--- src/emsd_defines.svh ---
// What this block does
// - Four space selects decoded from address 31:28
// - At most one space select active
// - Eight lane enables from low address bits
// - Lane count follows configured memory width
// - Lane enables act as byte write strobes
// - Lane enables drive SDRAM data masks directly
// - Drive peripheral transfer strobe between peripherals
`ifndef EMSD_DEFINES_SVH
`define EMSD_DEFINES_SVH
`define EMSD_ADDR_W      32
`define EMSD_SPACE_LSB   28
`define EMSD_SPACE_MSB   31
`define EMSD_NUM_SPACES  4
`define EMSD_NUM_LANES   8
`define EMSD_SEL_IDLE    4'hF
`define EMSD_LANE_IDLE   8'hFF
`define EMSD_STROBE_IDLE 1'b1
`define EMSD_WRITE_IDLE  1'b0
`endif

--- src/emsd_pkg.sv ---
package emsd_pkg;
    // External memory width configuration
    typedef enum logic [1:0]
    {
        EMSD_W8  = 2'h0,
        EMSD_W16 = 2'h1,
        EMSD_W32 = 2'h2,
        EMSD_W64 = 2'h3
    } emsd_width_type;
    // Access sequencing
    typedef enum {EMSD_IDLE, EMSD_ACTIVE} emsd_state_type;
endpackage

--- src/emsd_lane_if.sv ---
`timescale 1ns/10ps
`default_nettype none
`include "emsd_defines.svh"
interface emsd_lane_if;
    logic [2:0]                 addr_lo;
    emsd_pkg::emsd_width_type   width;
    logic [`EMSD_NUM_LANES-1:0] size_mask;
    logic [`EMSD_NUM_LANES-1:0] lanes;
    modport dec (input addr_lo, input width, input size_mask,
                 output lanes);
    modport top (output addr_lo, output width, output size_mask,
                 input lanes);
endinterface
`default_nettype wire

--- src/emsd_lane_dec.sv ---
`timescale 1ns/10ps
`default_nettype none
`include "emsd_defines.svh"
module emsd_lane_dec
(
    emsd_lane_if.dec lif
);
    wire [3:0] lanes_per_word;
    wire [2:0] lane_base;
    // Lanes per memory word and base lane index within it
    assign lanes_per_word = 4'h1 << lif.width;
    assign lane_base = lif.addr_lo & ~(3'(lanes_per_word) - 3'h1);
    // Lane base+k carries mask bit k for k below lanes_per_word, so
    // a narrow memory never sees more than its own count of enables
    // and lanes outside the addressed word stay off
    genvar g;
    generate
        for (g = 0; g < `EMSD_NUM_LANES; g = g + 1)
        begin : g_lane
            wire [3:0] rel;
            assign rel = 4'(g) - {1'b0, lane_base};
            // Lanes below the base wrap rel past 8 and drop out
            assign lif.lanes[g] = (rel < lanes_per_word)
                && lif.size_mask[rel[2:0]];
        end
    endgenerate
endmodule
`default_nettype wire

--- src/emsd_top.sv ---
`timescale 1ns/10ps
`default_nettype none
`include "emsd_defines.svh"
module emsd_top
(
    input  wire logic                        i_mclk,
    input  wire logic                        i_rst,
    input  wire logic                        i_req,
    input  wire logic                        i_write,
    input  wire logic                        i_periph_xfer,
    input  wire logic [`EMSD_ADDR_W-1:0]     i_addr,
    input  wire logic [`EMSD_NUM_LANES-1:0]  i_byte_mask,
    input  wire emsd_pkg::emsd_width_type    i_width,
    output logic [`EMSD_NUM_SPACES-1:0]      o_space_sel_n,
    output logic [`EMSD_NUM_LANES-1:0]       o_lane_en_n,
    output logic                             o_periph_xfer_strobe_n,
    output logic                             o_write_r
);
    emsd_lane_if lif ();
    // Pin registers
    logic [`EMSD_NUM_SPACES-1:0] space_sel_n_r;
    logic [`EMSD_NUM_LANES-1:0]  lane_en_n_r;
    logic                        pdt_n_r;
    logic                        write_r;
    // Decode nets, all combinational
    wire  [3:0]                  space_field;
    wire                         space_hit;
    wire  [`EMSD_NUM_SPACES-1:0] space_onehot;
    wire  [`EMSD_NUM_SPACES-1:0] space_sel_n_nxt;
    wire  [`EMSD_NUM_LANES-1:0]  lane_en_n_nxt;
    wire                         pdt_n_nxt;
    wire                         req_live;

    // Space decode from byte address top nibble
    assign space_field = i_addr[`EMSD_SPACE_MSB:`EMSD_SPACE_LSB];
    // Only codes 0..3 map to a space; others assert no select or strobe
    assign space_hit = i_req && (space_field < 4'(`EMSD_NUM_SPACES));
    // One comparator per space; distinct codes keep it one-hot
    genvar s;
    generate
        for (s = 0; s < `EMSD_NUM_SPACES; s = s + 1)
        begin : g_space
            assign space_onehot[s] = space_hit
                && (space_field[1:0] == 2'(s));
        end
    endgenerate
    assign space_sel_n_nxt = ~space_onehot;

    // Lane decode in the sub-module
    assign lif.addr_lo   = i_addr[2:0];
    assign lif.width     = i_width;
    assign lif.size_mask = i_byte_mask;
    // Sub-module holds the per-lane generate loop
    emsd_lane_dec u_lane
    (
        .lif (lif.dec)
    );
    // Same active-low lanes serve writes and SDRAM masks
    assign lane_en_n_nxt = i_req ? ~lif.lanes : `EMSD_LANE_IDLE;
    // Peripheral transfer: data bypasses us, only strobe driven
    assign pdt_n_nxt = ~(space_hit && i_periph_xfer);

    // Registered outputs avoid decode glitches on the pins
    always_ff @(posedge i_mclk or posedge i_rst)
    begin
        if (i_rst)
        begin
            space_sel_n_r <= `EMSD_SEL_IDLE;
            lane_en_n_r   <= `EMSD_LANE_IDLE;
            pdt_n_r       <= `EMSD_STROBE_IDLE;
            write_r       <= `EMSD_WRITE_IDLE;
        end
        else
        begin
            space_sel_n_r <= space_sel_n_nxt;
            lane_en_n_r   <= lane_en_n_nxt;
            pdt_n_r       <= pdt_n_nxt;
            write_r       <= i_req && i_write;
        end
    end

    // Pins come straight from the registers
    assign o_space_sel_n          = space_sel_n_r;
    assign o_lane_en_n            = lane_en_n_r;
    assign o_periph_xfer_strobe_n = pdt_n_r;
    assign o_write_r              = write_r;

    // Checks below judge outputs one cycle after their inputs. An
    // edge taken while reset still stands shows idle pins whatever
    // the inputs were, and the disable may already have dropped in
    // that time step, so such starts are masked through req_live.
    assign req_live = i_req && !i_rst;

    // Two selects at once would fight over one device
    a_space_onehot: assert property (@(posedge i_mclk)
        disable iff (i_rst)
        $onehot0(~o_space_sel_n))
        else $error("more than one space select active");

    // A valid code lands on its own select line
    a_space_decode: assert property (@(posedge i_mclk)
        disable iff (i_rst)
        (req_live && i_addr[31:28] < 4'h4) |=>
        !o_space_sel_n[$past(i_addr[29:28])])
        else $error("wrong space select");

    // Codes above three select nothing and fire no strobe
    a_space_refused: assert property (@(posedge i_mclk)
        disable iff (i_rst)
        (req_live && i_addr[31:28] >= 4'h4) |=>
        (o_space_sel_n == `EMSD_SEL_IDLE && o_periph_xfer_strobe_n))
        else $error("select for a refused code");

    // No access, no pins: selects and lanes rest high
    a_idle_quiet: assert property (@(posedge i_mclk)
        disable iff (i_rst)
        !i_req |=> (o_space_sel_n == `EMSD_SEL_IDLE &&
        o_lane_en_n == `EMSD_LANE_IDLE))
        else $error("outputs active while idle");

    // Strobe and write copy rest too when nothing is requested
    a_pdt_idle: assert property (@(posedge i_mclk)
        disable iff (i_rst)
        !i_req |=> (o_periph_xfer_strobe_n && !o_write_r))
        else $error("strobe or write while idle");

    // A select never shows without a request behind it
    a_sel_needs_req: assert property (@(posedge i_mclk)
        disable iff (i_rst)
        (o_space_sel_n != `EMSD_SEL_IDLE) |-> $past(i_req))
        else $error("select without request");

    // Nor does a lane enable
    a_lane_needs_req: assert property (@(posedge i_mclk)
        disable iff (i_rst)
        (o_lane_en_n != `EMSD_LANE_IDLE) |-> $past(i_req))
        else $error("lane enable without request");

    // Pins rest during reset and on the first edge after it
    a_reset_idle: assert property (@(posedge i_mclk)
        $past(i_rst) |-> (o_space_sel_n == `EMSD_SEL_IDLE &&
        o_lane_en_n == `EMSD_LANE_IDLE && o_periph_xfer_strobe_n &&
        !o_write_r))
        else $error("outputs active across reset");

    // An 8-bit memory takes one lane at most
    a_lane_width: assert property (@(posedge i_mclk)
        disable iff (i_rst)
        (req_live && i_width == emsd_pkg::EMSD_W8) |=>
        ($countones(~o_lane_en_n) <= 1))
        else $error("too many lanes for 8-bit memory");

    // A 16-bit memory takes two lanes at most
    a_lane_w16: assert property (@(posedge i_mclk)
        disable iff (i_rst)
        (req_live && i_width == emsd_pkg::EMSD_W16) |=>
        ($countones(~o_lane_en_n) <= 2))
        else $error("too many lanes for 16-bit memory");

    // A 32-bit memory takes four lanes at most
    a_lane_w32: assert property (@(posedge i_mclk)
        disable iff (i_rst)
        (req_live && i_width == emsd_pkg::EMSD_W32) |=>
        ($countones(~o_lane_en_n) <= 4))
        else $error("too many lanes for 32-bit memory");

    // On an 8-bit memory the byte offset alone picks the lane
    a_lane_byte: assert property (@(posedge i_mclk)
        disable iff (i_rst)
        (req_live && i_width == emsd_pkg::EMSD_W8) |=>
        (o_lane_en_n == ~(8'($past(i_byte_mask[0])) << $past(i_addr[2:0]))))
        else $error("byte lane does not follow offset");

    // A 16-bit access stays inside its addressed lane pair
    a_lane_in_word: assert property (@(posedge i_mclk)
        disable iff (i_rst)
        (req_live && i_width == emsd_pkg::EMSD_W16) |=>
        ((~o_lane_en_n & ~(8'h03 << {$past(i_addr[2:1]), 1'b0})) == 8'h00))
        else $error("lane outside addressed word");

    // Full-width memory follows the mask lane for lane
    a_lane_full: assert property (@(posedge i_mclk)
        disable iff (i_rst)
        (req_live && i_width == emsd_pkg::EMSD_W64) |=>
        (o_lane_en_n == ~$past(i_byte_mask)))
        else $error("64-bit lanes do not follow mask");

    // An empty mask writes nothing, though the write still shows
    a_lane_write: assert property (@(posedge i_mclk)
        disable iff (i_rst)
        (req_live && i_write && i_byte_mask == 8'h00) |=>
        (o_lane_en_n == `EMSD_LANE_IDLE) && o_write_r)
        else $error("lane written without mask");

    // Write qualifier pairs with the lanes of the same access
    a_write_copy: assert property (@(posedge i_mclk)
        disable iff (i_rst)
        req_live |=> (o_write_r == $past(i_write)))
        else $error("write flag does not follow request");

    // Reads mask the same lanes, as an SDRAM mask pin expects
    a_sdram_mask: assert property (@(posedge i_mclk)
        disable iff (i_rst)
        (req_live && !i_write && i_width == emsd_pkg::EMSD_W64) |=>
        (o_lane_en_n == ~$past(i_byte_mask)))
        else $error("read mask lanes wrong");

    // A valid peripheral transfer fires the strobe
    a_pdt_fire: assert property (@(posedge i_mclk)
        disable iff (i_rst)
        (req_live && i_periph_xfer && i_addr[31:28] < 4'h4) |=>
        !o_periph_xfer_strobe_n)
        else $error("transfer strobe missing");

    // The strobe never shows without a selected space
    a_pdt_strobe: assert property (@(posedge i_mclk)
        disable iff (i_rst)
        !o_periph_xfer_strobe_n |-> ($past(i_periph_xfer) &&
        o_space_sel_n != `EMSD_SEL_IDLE))
        else $error("transfer strobe without access");
endmodule
`default_nettype wire

--- config.mk ---
export PLATFORM = sky130hd
export DESIGN_NAME = emsd_top
export DESIGN_NICKNAME = d
export VERILOG_FILES = /design/src/emsd_pkg.sv /design/src/emsd_lane_if.sv /design/src/emsd_lane_dec.sv /design/src/emsd_top.sv
export VERILOG_INCLUDE_DIRS = /design/src
export SDC_FILE = /design/constraint.sdc
export NUM_CORES = 1
export LEC_CHECK = 0
export ABC_AREA = 1
export BUFFER_PORTS_ARGS = -buffer_cell sky130_fd_sc_hd__clkbuf_2
export CAP_MARGIN = 20
export CORE_UTILIZATION = 35
export CTS_BUF_LIST = sky130_fd_sc_hd__clkbuf_8
export DETAILED_ROUTE_END_ITERATION = 7
export PLACE_DENSITY = 0.71
export SYNTH_ARGS = -nofsm -noshare
export SYNTH_HDL_FRONTEND = slang
export SYNTH_SLANG_ARGS = --single-unit
--- constraint.sdc ---
create_clock -name i_mclk -period 0.8 [get_ports i_mclk]
set_input_delay 0 -clock i_mclk [delete_from_list [all_inputs] [get_ports i_mclk]]
set_output_delay 0 -clock i_mclk [all_outputs]
set_load 0.02 [all_outputs]
==> results.json <==
{
  "status": "finished, violations left",
  "violations": "negative setup slack",
  "grtUsageTotal_pct": 21.0,
  "first_pass_iters": 4,
  "rsz0062_at_grt": "yes",
  "fin_crit_ps": 1150,
  "synth-seq-cells": 14,
  "hp-start": "i_req",
  "clock-root-buffer": "clkbuf_8",
  "io_buffers": 35,
  "antenna_found_initial": 0,
  "grt_start_max_net_pins": 15,
  "cell_internal_pwr_mw": 1.88,
  "clkPwrFrac_pct": 19.5,
  "routed_wl_um": 4270,
  "post-place-ws_ps": -765,
  "finalPower_mw": 2.86,
  "cts_sinks": 14,
  "ys.flop_type": "dfstp_2",
  "drc_errors": 0,
  "syn_avg_cell_area_um2": 7.22,
  "slew-limit-headroom_pct": 77.4,
  "netlist_instances": 194,
  "start_util_pct": 37.4,
  "drv_slew": 0,
  "fp.coreArea_um2": 3740,
  "fin_area_um2": 2610,
  "layout_common_cells": "40 x nand3_1, 37 x buf_4, 24 x inv_1",
  "dpl_cell_area_um2": 2010,
  "worst_pin_slew_ps": 338,
  "viasPerCell": 4.92,
  "path_max_fanout": 5,
  "post-route-period-util_pct": 144,
  "dp_hpwl_um": 3060,
  "crit_required_ps": 950,
  "tns_ps": -3270,
  "first_global_vias": 1608,
  "yosys_warnings": 0,
  "cts_tree": "built",
  "max-vdd-ir-drop_mv": 0.612,
  "synthesis.nets": 260,
  "routabilityCongestion": 0.839,
  "pwr-share-seq_pct": 28.6,
  "syn_area_um2": 1400,
  "cts_buffer_depth": 2,
  "switching_share_pct": 34.2,
  "cp.arrival_ps": 1300,
  "num_vias": 1618,
  "drive_above_1_share_pct": 58.4,
  "cap_violations": 0,
  "crit_path_start_kind": "input port",
  "criticalPathCategory": "input port to flip-flop",
  "fmax_mhz": 869,
  "ant_nets": 0,
  "first_iter_violations": 57,
  "hold_path.class": "input port to flip-flop",
  "p_per_area_nw_per_um2": 1090,
  "finalHoldViolations": 0,
  "worstSetupStartpoint": "i_width[1]",
  "grt_pass1_wl_um": 6930,
  "holdPathStages": 3,
  "die_area_um2": 4260,
  "wire_per_inst_um": 13.0,
  "cts_buffers": 3,
  "power_frac_comb_pct": 52.0,
  "fp.dieH_um": 65.2,
  "fillers": 289,
  "syn_to_final_growth_pct": 86.6,
  "setup_viol": 21,
  "p_leak_nw": 1.29,
  "synth_edf_count": 0,
  "num_rows": 22,
  "synth_cell_types": 23,
  "clk_pin_slew_ps": 60,
  "nNetsFinal": 348,
  "yosysSeqAreaShare_pct": 26.2,
  "die_x_um": 65.2,
  "htreeDepth": 1,
  "gr-total-overflow": 0,
  "final_common_cell": "nand3_1",
  "setup_ws_ps": -351,
  "end_kind": "flip-flop",
  "io-pin-count": 61,
  "switching_power_uw": 977,
  "diodes": 0,
  "synth-async-reset-ratio_pct": 100
}
## layer usage
| metal | vias up | track usage, % | routed length (um) |
|---|---|---|---|
| met5 | - | 0 | 0 |
| met4 | 0 | 6.52 | 41 |
| met3 | 6 | 1.56 | 195 |
| met2 | 57 | 38.8 | 2160 |
| met1 | 741 | 25.6 | 1870 |
| li1 | 814 | - | - |
## cell type report
type	count	area [um^2]	share of cell area, %
Tap cell	48	60.1	2.30
Inverter	35	154	5.89
Timing Repair Buffer	86	791	30.3
Clock inverter	1	3.75	0.144
Clock buffer	3	41.3	1.58
Multi-Input combinational cell	142	1200	45.8
Sequential cell	14	367	14.0
## state kept, by name (all words and copies together) (netlist names)
name and flops:
o_space_sel_n 4, o_write_r 1, o_periph_xfer_strobe_n 1, o_lane_en_n 8
## cell families (layout without fill, tap and decap cells)
group / after synthesis / after routing / share of synthesized area [%]
AO/OA/AOI/OAI: 18 / 18 / 7.86
adder cells (fa/ha/maj): 19 / 19 / 17.0
buffers and inverters: 38 / 125 / 11.7
flip-flops: 14 / 14 / 26.2
AND/OR/NAND/NOR: 105 / 105 / 37.3
## synthesized netlist by cell type (3+ instances only)
master   number  area, um^2
nor2_1        5        18.8
nand2_1      35         131
inv_2         3        11.3
or2_2         3        18.8
inv_1        31         116
a21o_1        4        30.0
ha_1         19         238
a21oi_1       8        40.0
nand3_1      42         210
dfstp_2      13         342
nand4_1       4        25.0
nand2_2      10        62.6
## worst max-delay path, stage by stage
cell and delay [ps]:
clkbuf_16 140, inv_6 60, nand2_8 50, buf_6 120
nand2_4 70, inv_4 40, nor2_4 120, inv_2 80
ha_4 210, nand2_1 70, nand2_1 70, a21oi_2 130
nand3_1 110
## final timing paths
check	end	slack (ps)
max	o_lane_en_n[5]	-350
min	o_lane_en_n[0]	100
max in group asynchronous	o_space_sel_n[3]	280
min in group asynchronous	o_write_r	280
## metrics by stage
stage                     std cells  hold slack, ps  utilization, %
after detailed placement        305           -19.0            53.6
after global routing            329             122            69.8
after CTS                       326            98.0            67.5
after global placement          305           -19.3            53.6
after floorplan                 194            -120               -
final                           329             101            69.8
## power by group through the flow
| stage | clock network (mW) | logic, mW | registers, mW |
|---|---|---|---|
| 3_5_place_dp | 0 | 1.06 | 0.807 |
| 5_1_grt | 0.599 | 1.62 | 0.819 |
| 2_1_floorplan | 0 | 0.599 | 0.870 |
| 6_report | 0.556 | 1.49 | 0.816 |
| 4_1_cts | 0.569 | 1.35 | 0.804 |
| 3_3_place_gp | 0 | 1.03 | 0.809 |
## repair_timing
item,in CTS,in global routing
setup buffers,12,3
hold buffers,5,0
setup endpoints to repair,21,21
endpoints found under the hold margin,19,0
resized for setup,66,27
pin swaps,33,24
No activity file was read; power rests on OpenSTA's default activity.
